## config.mk

```make
export PLATFORM = sky130hd
export DESIGN_NAME = fpt_parser
export DESIGN_NICKNAME = d
export VERILOG_FILES = /design/src/core/fpt_pkg.sv /design/src/core/fpt_parser.sv
export SDC_FILE = /design/constraint.sdc
export NUM_CORES = 1
export LEC_CHECK = 0
export BUFFER_PORTS_ARGS = -buffer_cell sky130_fd_sc_hd__clkbuf_2
export CORE_MARGIN = 2
export CORE_UTILIZATION = 30
export DETAILED_ROUTE_END_ITERATION = 7
export PLACE_DENSITY = 0.46
export SLEW_MARGIN = 20
export SYNTH_ARGS = -nofsm -noshare
export SYNTH_HDL_FRONTEND = slang
export SYNTH_SLANG_ARGS = --single-unit
```

## constraint.sdc

```tcl
create_clock -name clk_sys -period 3.6 [get_ports clk_sys]
set_clock_uncertainty 0.15 [all_clocks]
set_input_delay 0.72 -clock clk_sys [delete_from_list [all_inputs] [get_ports clk_sys]]
set_output_delay 0.72 -clock clk_sys [all_outputs]
set_load 0.01 [all_outputs]
```

## src/core/fpt_pkg.sv

```systemverilog
package fpt_pkg;
  // Register word addresses (byte addresses on an 8-bit bus)
  localparam logic [7:0] ADDR_CTRL = 8'h00;
  localparam logic [7:0] ADDR_STATUS = 8'h04;
  localparam logic [7:0] ADDR_CHAR = 8'h08;
  localparam logic [7:0] ADDR_COUNT = 8'h0c;
  localparam logic [7:0] ADDR_PWR_BASE = 8'h10;
  localparam logic [7:0] ADDR_CLK_BASE = 8'h20;
  // Control field positions
  localparam int CTRL_GO_BIT = 0;
  localparam int CTRL_TYPE_LSB = 1;
  // Object tags
  localparam logic [7:0] TAG_TEMPLATE = 8'ha5;
  localparam logic [7:0] TAG_CHAR = 8'h80;
  localparam logic [7:0] TAG_POWER = 8'h81;
  localparam logic [7:0] TAG_MINCLK = 8'h82;
  localparam logic [7:0] TAG_MEMORY = 8'h83;
  localparam logic [7:0] TAG_DETAILS = 8'h84;
  localparam logic [7:0] TAG_RESERVED = 8'h85;
  localparam logic [7:0] TAG_MAXSIZE = 8'h86;
  localparam logic [1:0] PRIVATE_MARK = 2'h3;
  // Fixed nested lengths
  localparam logic [7:0] LEN_CHAR = 8'h01;
  localparam logic [7:0] LEN_POWER = 8'h03;
  // Value ranges
  localparam logic [7:0] PWR_MIN = 8'h01;
  localparam logic [7:0] PWR_MAX = 8'h3c;
  localparam logic [7:0] FREQ_MIN = 8'h0a;
  localparam logic [7:0] FREQ_NONE = 8'hff;
  // Characteristics byte bit positions
  localparam int CH_STOP = 0;
  localparam int CH_RSV_LO = 1;
  localparam int CH_HIGH = 2;
  localparam int CH_LOW = 3;
  localparam int CH_CLASS_A = 4;
  localparam int CH_CLASS_B = 5;
  localparam int CH_CLASS_C = 6;
  localparam int CH_RSV_HI = 7;
  // Storage depth for repeated objects
  localparam int ENTRIES = 4;
  // Kind of file whose parameters are parsed
  typedef enum logic [2:0] {
    FT_MASTER,
    FT_DIRECTORY,
    FT_APPDIR,
    FT_ELEM_PLAIN,
    FT_ELEM_BERTLV
  } fpt_ftype_t;
endpackage

```

## src/core/fpt_parser.sv

```systemverilog
// Function
// Template is tag A5, length, nested objects
// Private tags after defined ones are tolerated
// Repeated tags must be contiguous, kept ordered
// Tag 82 only for application directory
// Tag 83 required for BER-TLV file
// Tags 84, 85 only and always BER-TLV
// Tag 86 optional, BER-TLV file only
// Several power and clock objects all stored; only the first 4 of each are kept here, later ones dropped
// Characteristics: tag 80, length 01, one byte
// b1 set: stop either level, b3/b4 preference
// b1 clear: stop only at b3/b4 level
// b5, b6, b7 flag classes A, B, C
// Card keeps characteristics b8 and b2 zero
// Power object: tag 81, length 03, three bytes
// Consumption in mA on b6..b1
// Consumption 00, FF or above 3C ignored
// Terminal rescales consumption to current class; not done here, raw value read out
// Frequency in 0,1 MHz steps, FF none
// Consumption measured at reference or maximum clock
// Voltage class byte uses reset class layout
// Skip unknown tags; flag length overrun
//
// Design decisions made here: the plain strobed port and the register addresses.
`timescale 1ns/1ps
`default_nettype none
module fpt_parser (
  input wire logic clk_sys,
  input wire logic arst_n,
  input wire logic [7:0] regAddr,
  input wire logic [31:0] regWrData,
  input wire logic regWrite,
  input wire logic regRead,
  output logic [31:0] regRdData,
  input wire logic inValid,
  input wire logic [7:0] inData,
  output logic parseBusy,
  output logic parseDone,
  output logic parseError
);
  import fpt_pkg::*;

  // ****************************************
  // State
  // ****************************************
  typedef enum {
    S_IDLE,
    S_TAG,
    S_TLEN,
    S_NTAG,
    S_NLEN,
    S_NVAL,
    S_DONE
  } fpt_state_t;

  typedef struct packed {
    logic [7:0] vclass;
    logic [7:0] value;
    logic [7:0] freq;
  } fpt_pwr_t;

  typedef struct packed {
    fpt_state_t st;
    logic [2:0] fType;
    logic [7:0] tRem;
    logic [7:0] nRem;
    logic [7:0] nTag;
    logic [1:0] nIdx;
    logic [7:0] lastTag;
    logic [6:0] seen;
    logic privSeen;
    logic errOverrun;
    logic errGroup;
    logic errLen;
    logic errPresence;
    logic errReserved;
    logic errOrder;
    logic errTemplate;
    logic [7:0] charByte;
    logic charValid;
    fpt_pwr_t [ENTRIES-1:0] pwr;
    logic [2:0] pwrCnt;
    logic [ENTRIES-1:0][7:0] clk;
    logic [2:0] clkCnt;
    logic [7:0] tmpClass;
    logic [7:0] tmpVal;
    logic [31:0] rdData;
    logic busy;
    logic done;
    logic anyErr;
  } fpt_regs_t;

  fpt_regs_t s_r;
  fpt_regs_t s_nxt;

  // ****************************************
  // Decoding helpers
  // ****************************************
  // Index of a defined nested tag inside the seen mask, 7 for others
  function automatic logic [2:0] tagIndex(input logic [7:0] tag);
    if (tag >= TAG_CHAR && tag <= TAG_MAXSIZE)
      return tag[2:0];
    return 3'h7;
  endfunction

  // Consumption byte usable only inside the documented range
  function automatic logic pwrUsable(input logic [7:0] v);
    return (v >= PWR_MIN) && (v <= PWR_MAX);
  endfunction

  // Presence check of nested objects against the file kind
  function automatic logic presenceBad(input logic [6:0] seen, input logic [2:0] ft);
    logic ber;
    logic app;
    ber = (ft == 3'(FT_ELEM_BERTLV));
    app = (ft == 3'(FT_APPDIR));
    presenceBad = 1'b0;
    if (seen[1] && !app)
      presenceBad = 1'b1;
    if (seen[2] && !app)
      presenceBad = 1'b1;
    if (ber && !seen[3])
      presenceBad = 1'b1;
    if (seen[3] && ft == 3'(FT_ELEM_PLAIN))
      presenceBad = 1'b1;
    if (ber != seen[4] || ber != seen[5])
      presenceBad = 1'b1;
    if (seen[6] && !ber)
      presenceBad = 1'b1;
  endfunction

  // ****************************************
  // Next state
  // ****************************************
  always_comb
  begin
    logic [2:0] idx;
    logic [7:0] dec;
    s_nxt = s_r;
    idx = tagIndex(s_r.nTag);
    dec = 8'h00;
    // A GO write to ADDR_CTRL arms the parser; a new run clears all results
    if (regWrite && regAddr == ADDR_CTRL && regWrData[CTRL_GO_BIT])
    begin
      s_nxt = '0;
      s_nxt.fType = regWrData[CTRL_TYPE_LSB +: 3];
      s_nxt.st = S_TAG;
      s_nxt.busy = 1'b1;
    end
    else if (inValid && s_r.busy)
    begin
      if (s_r.st != S_TAG && s_r.st != S_TLEN)
        s_nxt.tRem = s_r.tRem - 8'h01;
      case (s_r.st)
        S_TAG:
        begin
          if (inData == TAG_TEMPLATE)
            s_nxt.st = S_TLEN;
          else
          begin
            s_nxt.errTemplate = 1'b1;
            s_nxt.st = S_DONE;
          end
        end
        S_TLEN:
        begin
          s_nxt.tRem = inData;
          s_nxt.st = (inData == 8'h00) ? S_DONE : S_NTAG;
        end
        S_NTAG:
        begin
          s_nxt.nTag = inData;
          s_nxt.lastTag = inData;
          s_nxt.nIdx = 2'h0;
          // A repeat after another tag breaks the grouping
          if (s_r.lastTag != inData && tagIndex(inData) != 3'h7 && s_r.seen[tagIndex(inData)])
            s_nxt.errGroup = 1'b1;
          if (inData[7:6] == PRIVATE_MARK)
            s_nxt.privSeen = 1'b1;
          else if (s_r.privSeen)
            s_nxt.errOrder = 1'b1;
          if (tagIndex(inData) != 3'h7)
            s_nxt.seen[tagIndex(inData)] = 1'b1;
          if (s_r.tRem == 8'h01)
          begin
            s_nxt.errOverrun = 1'b1;
            s_nxt.st = S_DONE;
          end
          else
            s_nxt.st = S_NLEN;
        end
        S_NLEN:
        begin
          s_nxt.nRem = inData;
          if ((s_r.nTag == TAG_CHAR && inData != LEN_CHAR) ||
              (s_r.nTag == TAG_POWER && inData != LEN_POWER) ||
              (s_r.nTag == TAG_MINCLK && inData != LEN_CHAR))
            s_nxt.errLen = 1'b1;
          if (inData > s_r.tRem - 8'h01)
          begin
            s_nxt.errOverrun = 1'b1;
            s_nxt.st = S_DONE;
          end
          else if (inData == 8'h00)
            s_nxt.st = (s_r.tRem == 8'h01) ? S_DONE : S_NTAG;
          else
            s_nxt.st = S_NVAL;
        end
        S_NVAL:
        begin
          s_nxt.nRem = s_r.nRem - 8'h01;
          s_nxt.nIdx = s_r.nIdx + 2'h1;
          // Unknown and private bodies are only counted through
          if (!s_r.errLen)
          begin
            if (idx == 3'h0)
            begin
              s_nxt.charByte = inData;
              s_nxt.charValid = 1'b1;
              if (inData[CH_RSV_HI] || inData[CH_RSV_LO])
                s_nxt.errReserved = 1'b1;
            end
            if (idx == 3'h1 && s_r.nIdx == 2'h0)
              s_nxt.tmpClass = inData;
            if (idx == 3'h1 && s_r.nIdx == 2'h1)
              s_nxt.tmpVal = inData;
            // Extra occurrences beyond the store are dropped, not overwritten
            if (idx == 3'h1 && s_r.nIdx == 2'h2 && s_r.pwrCnt < 3'(ENTRIES))
            begin
              s_nxt.pwr[s_r.pwrCnt[1:0]] = '{s_r.tmpClass, s_r.tmpVal, inData};
              s_nxt.pwrCnt = s_r.pwrCnt + 3'h1;
            end
            if (idx == 3'h2 && s_r.clkCnt < 3'(ENTRIES))
            begin
              s_nxt.clk[s_r.clkCnt[1:0]] = inData;
              s_nxt.clkCnt = s_r.clkCnt + 3'h1;
            end
          end
          if (s_r.nRem == 8'h01)
            s_nxt.st = (s_r.tRem == 8'h01) ? S_DONE : S_NTAG;
        end
        default:
          s_nxt.st = s_r.st;
      endcase
    end
    // Completion: evaluate presence on reaching S_DONE, at template end or after an overrun
    if (s_r.busy && s_r.st == S_DONE)
    begin
      s_nxt.busy = 1'b0;
      s_nxt.done = 1'b1;
      s_nxt.errPresence = !s_r.errTemplate && presenceBad(s_r.seen, s_r.fType);
    end
    s_nxt.anyErr = s_nxt.errOverrun | s_nxt.errGroup | s_nxt.errLen | s_nxt.errPresence |
                   s_nxt.errReserved | s_nxt.errOrder | s_nxt.errTemplate;

    // ****************************************
    // Register reads, data one cycle later
    // ****************************************
    s_nxt.rdData = 32'h0000_0000;
    if (regRead)
    begin
      case (regAddr)
        ADDR_CTRL:
          s_nxt.rdData = {28'h0000000, s_r.fType, 1'b0};
        ADDR_STATUS:
          s_nxt.rdData = {21'h000000, s_r.privSeen, s_r.errTemplate, s_r.errOrder, s_r.errReserved,
                          s_r.errPresence, s_r.errLen, s_r.errGroup, s_r.errOverrun,
                          s_r.anyErr, s_r.done, s_r.busy};
        ADDR_CHAR:
        begin
          // Decoded clock stop view; level codes 11 read as reserved
          dec[0] = s_r.charByte[CH_STOP];
          dec[1] = s_r.charByte[CH_HIGH] && !s_r.charByte[CH_LOW];
          dec[2] = s_r.charByte[CH_LOW] && !s_r.charByte[CH_HIGH];
          dec[3] = s_r.charByte[CH_HIGH] && s_r.charByte[CH_LOW];
          dec[4] = !s_r.charByte[CH_STOP] && !s_r.charByte[CH_HIGH] && !s_r.charByte[CH_LOW];
          dec[7:5] = {s_r.charByte[CH_CLASS_C], s_r.charByte[CH_CLASS_B], s_r.charByte[CH_CLASS_A]};
          s_nxt.rdData = {15'h0000, s_r.charValid, dec, s_r.charByte};
        end
        ADDR_COUNT:
          s_nxt.rdData = {17'h00000, s_r.seen, 1'b0, s_r.clkCnt, 1'b0, s_r.pwrCnt};
        default:
        begin
          for (int i = 0; i < ENTRIES; i++)
          begin
            if (regAddr == ADDR_PWR_BASE + 8'(4 * i))
              s_nxt.rdData = {5'h00, pwrUsable(s_r.pwr[i].value),
                              (s_r.pwr[i].freq == FREQ_NONE),
                              (s_r.pwr[i].freq >= FREQ_MIN),
                              s_r.pwr[i].vclass, 2'h0, s_r.pwr[i].value[5:0],
                              s_r.pwr[i].freq};
            if (regAddr == ADDR_CLK_BASE + 8'(4 * i))
              s_nxt.rdData = {22'h000000, (s_r.clk[i] == FREQ_NONE), (s_r.clk[i] >= FREQ_MIN), s_r.clk[i]};
          end
        end
      endcase
    end
  end

  // ****************************************
  // Registers
  // ****************************************
  always_ff @(posedge clk_sys or negedge arst_n)
  begin
    if (!arst_n)
      s_r <= '0;
    else
      s_r <= s_nxt;
  end

  // Outputs straight from flops
  assign regRdData = s_r.rdData;
  assign parseBusy = s_r.busy;
  assign parseDone = s_r.done;
  assign parseError = s_r.anyErr;
endmodule
`default_nettype wire

```

### Yosys cells after proc, flatten, opt, wreduce, memory -nomap -nowiden

Cells that the tools add are included.

| word-level totals | value |
|---|---|
| bits in registers | 278 |
| output and inout port bits | 35 |
| input port bits | 53 |

| cells by class | value |
|---|---|
| reductions and logical operators | 77 |
| bitwise logic cells | 7 |
| equality and inequality tests | 49 |
| add/sub/neg operators | 5 |
| muxes and demuxes | 97 |
| order comparisons | 30 |

Operators with widths:

| kind | number |
|---|---|
| $mux 32 | 12 |
| $mux 162 | 2 |
| $mux 159 | 2 |
| $pmux 32 s5 | 1 |
| $pmux 32 s4 | 1 |
| $mux 99 | 1 |
| $bwmux 96 | 1 |
| $eq 8x8->1 const B | 12 |
| $mux 45 | 2 |
| $eq 32x2->1 const B | 2 |
| $eq 32x3->1 const B | 2 |
| $ge 8x4->1 const B | 8 |
| $mux 3 | 17 |
| $demux 24 s2 | 1 |
| $mux 8 | 6 |
| $mux 1 | 36 |
| $logic_and 1x1->1 | 35 |
| $mux 35 | 1 |
| $bwmux 32 | 1 |
| $eq 32x1->1 const B | 1 |
| $eq 32x4->1 const B | 1 |
| $eq 8x5->1 const B | 4 |
| $eq 8x6->1 const B | 4 |
| $ge 8x1->1 const B | 4 |
| other kinds (53) | 108 |

### Longest topological paths before layout

| logic depth | value |
|---|---|
| depth in word-level cells | 35 |
| gate-level depth with buffers | 12 |
| mapped depth without buffers | 12 |

### Least setup slack after synthesis

OpenSTA, ideal clock, no wires.

| timing path | value |
|---|---|
| path kind | input port to flip-flop |
| from | input port regAddr[4] |
| to | register s_r (netlist bit parseError) |
| path slack | 592 ps |
| arrival time | 2720 ps |
| path buffers | 3 |
| setup time | 139 ps |
| stages | 9 |
| data required time | 3311 ps |
| cells stage by stage | buf_2 > or4_4 > buf_6 > nor3_4 > and2_4 > buf_8 > nor3_1 > or2_1 > or4_1 |

RTL lines:

| item | line | RTL |
|---|---|---|
| start: declaration | fpt_parser.sv:30 | `input wire logic [7:0] regAddr,` |
| end signal: assignment | fpt_parser.sv:308 | `s_r <= s_nxt;` |
| end: declaration | fpt_parser.sv:93 | `fpt_regs_t s_r;` |

==> reports/qor.csv <==
stage,metric,value,unit
drt,vias_per_cell,5.58,
timing,setup_viol,0,
setup_path,cp_max_fo,5,
yosys,synth_area_leaders,"dfrtp_1 47%, a22o_1 6.5%, nand2_1 5.8%",
timing,period_minus_slack,3.13,ns
yosys,synth_compound_area_share,22.8,%
pwr,intPower,4.79,mW
setup_path,rr_startpoint,s_r[235],
global_route,antenna_found_initial,0,
clocking,clock_latency,0.58,ns
setup_path,worstPathArrival,3.42,ns
yosys,async_flop_share,100,%
placed_design,post-place-ws,0.335,ns
placed_design,gp_congestion,0.892,
yosys,muxShareOfSynthArea,1.80,%
clocking,ctsResizeCount,0,
global_route,gr-usage-all-layers,20.0,%
yosys,ys.flop_type,dfrtp_1,
yosys,netlist_area,12400,sq um
pwr,ir_worst_vdd,0.344,mV
yosys,synth.most_common_cell,dfrtp_1,
timing,max-slew-margin-rel,30.9,%
pwr,switching_share,25.9,%
die,initial_core_util,30.4,%
final_layout,drive_above_1_share,13.3,%
final_layout,stdcell_count,1911,
pwr,switching_power,1.67,mW
drt,drt-initial-drc-count,891,
pwr,clock_power_share,47.3,%
run,cap_violations,0,
setup_path,cp.required,3.89,ns
timing,tns,0,ns
timing,final.setup.worst_slack,0.468,ns
timing,rsz0062_at_grt,false,
drt,drt-total-wl,43.7,mm
die,die_w,208,um
pwr,pwr-share-seq,42.1,%
setup_path,reg2reg_depth,12,
yosys,yosysSeqAreaShare,47.4,%
drt,drcViolationCount,0,
placed_design,hpwl,30.6,mm
pwr,p_total,6.46,mW
pwr,power_leakage,6.13,nW
yosys,synth_cell_type_count,78,
final_layout,nNetsFinal,1433,
global_route,grt_max_degree,86,
yosys,yosysWarnings,0,
pwr,pwr-share-comb,10.7,%
yosys,synth_top_family_by_area,compound AO/OA/AOI/OAI gates,
placed_design,place_area,13200,sq um
yosys,yosys.area_share.simple,18.1,%
yosys,synthTopCellsByCount,"236 x dfrtp_1, 191 x nand2_1, 114 x a21oi_1, 98 x nor2_1, 93 x a22o_1",
placed_design,dpl.cell_count,1858,
die,dieArea,43100,sq um
timing,max_freq,0.319,GHz
die,io_pins,88,
min_path,hold_class,input port to asynchronous set/reset pin,
clocking,clock_sinks,236,
drt,post_drt_wl_per_cell,22.9,um
setup_path,startpoint_type,flop,
die,num_rows,74,
setup_path,path_cells,inv_1 > ha_1 > nand2b_1 > nor4_1 > xnor2_1 > ha_1 > a21oi_1 > nand2_1 > a21oi_1 > a2111oi_0 > or2_1 > or4_1,
setup_path,endpoint_kind,flop,
final_layout,syn_to_final_growth,14.2,%
drt,drt_pass1_iterations,6,
yosys,synthCells,1336,
global_route,grt_pass1_vias,10400,
yosys,synthAdderAreaFrac,2.31,%
setup_path,rr_endpoint,parseError,
global_route,grt_pass1_wl,67.1,mm
drt,routed-via-count,10700,
setup_path,critical_path.slowest_cell,or4_1,
final_layout,fin_area,14200,sq um
timing,hold_slack,0.0127,ns
final_layout,final.fill_count,4268,
clocking,cts_tree,yes,
yosys,ys_seq_elements,236,
timing,slew_violations,0,
yosys,avgSynthCellArea,9.32,sq um
timing,post-route-period-util,87.0,%
final_layout,diodes,0,
drt,antenna_left,0,
global_route,grt-ovfl-total,0,
yosys,synth_area_leader_cell,dfrtp_1,
timing,hold_viol,0,
placed_design,port_buffers,54,
clocking,cts.path.max_buffers,3,
clocking,cts_root_buf,clkbuf_16,
yosys,synth_xor_area_share,1.27,%
clocking,cts_max_level,1,
clocking,numCtsBuffers,29,
setup_path,cpPeakStageDelay,0.52,ns
die,core_region_area,40900,sq um
clocking,cts_setup_buffers,0,
die,die_h,208,um
yosys,synth_edf_count,0,
clocking,ctsHoldBuffers,0,
timing,tightestPinTransition,1.03,ns
clocking,path_clk_slew,0.06,ns
pwr,power.density,455,nW/um^2
setup_path,crit_type,flop to flop,
yosys,synth_top_area_share,47.4,%
setup_path,ff2ff_setup_slack,0.47,ns
final_layout,fin_util,34.7,%
outcome,status,finished clean,
power by group through the flow:
stage,clock [mW],sequential (mW),combinational [mW]
6_report,3.05,2.72,0.691
5_1_grt,3.23,2.72,0.787
4_1_cts,3.13,2.72,0.700
3_5_place_dp,0,2.76,0.697
3_3_place_gp,0,2.76,0.690
2_1_floorplan,0,2.75,0.448
worst max-delay path by stage:
stage                from         end  slack [ns]
2_1_floorplan  regAddr[4]  parseError        0.59
3_3_place_gp   regAddr[2]    s_r[160]        0.39
3_5_place_dp   regAddr[2]    s_r[148]        0.34
4_1_cts          s_r[235]  parseError        0.43
5_1_grt          s_r[235]  parseError        0.18
6_report         s_r[235]  parseError        0.47
critical path, delay by kind of cell, from the launching register on:
kind,cells,cell delay [ns]
fa+ha+maj,2,0.49
simple gates,5,1.17
buf+inv,1,0.09
xor+xnor,1,0.19
compound gates,3,0.48
flops,1,0.42
per-layer routing:
metal / part of all wire (%) / GRT usage, %
met1: 48 / 30.0
met2: 45 / 31.0
met3: 4.6 / 2.41
met4: 2.1 / 4.40
met5: 0 / 0
placed cells by master, fill, tap and decap left out, drive strengths merged, types with 10 or more instances in the layout:
cell type  instances
nand2            191
a22o              93
mux2i             19
and3              14
o21ai             94
buf               58
o22ai             10
nor4              23
clkbuf            98
ha                23
dfrtp            236
a31oi             11
inv               18
a22oi             11
nand3             32
nor2              99
xor2              10
a32oi             14
nor3              33
a21oi            117
nand4             26
a221oi            16
cells by family (layout without fill, tap and decap cells):
logic type      Yosys count  after routing
buf+inv                 142            181
other cells               1              5
xor+xnor                 18             18
fa+ha+maj                23             23
mux                      21             21
compound gates          424            424
simple gates            471            471
flops                   236            236
sequential cells by signal, summed over array words and instances, names as in the netlist:
name        flops
s_r           206
regRdData      27
parseBusy       1
parseDone       1
parseError      1
area by class of cell:
type	count	area, sq um	share of cell area (%)
Clock inverter	8	133	0.933
Multi-Input combinational cell	962	5810	40.9
Clock buffer	45	866	6.09
Timing Repair Buffer	111	771	5.42
Sequential cell	236	5910	41.5
Tap cell	532	666	4.68
Inverter	17	63.8	0.449
No activity file was read; power rests on OpenSTA's default activity.
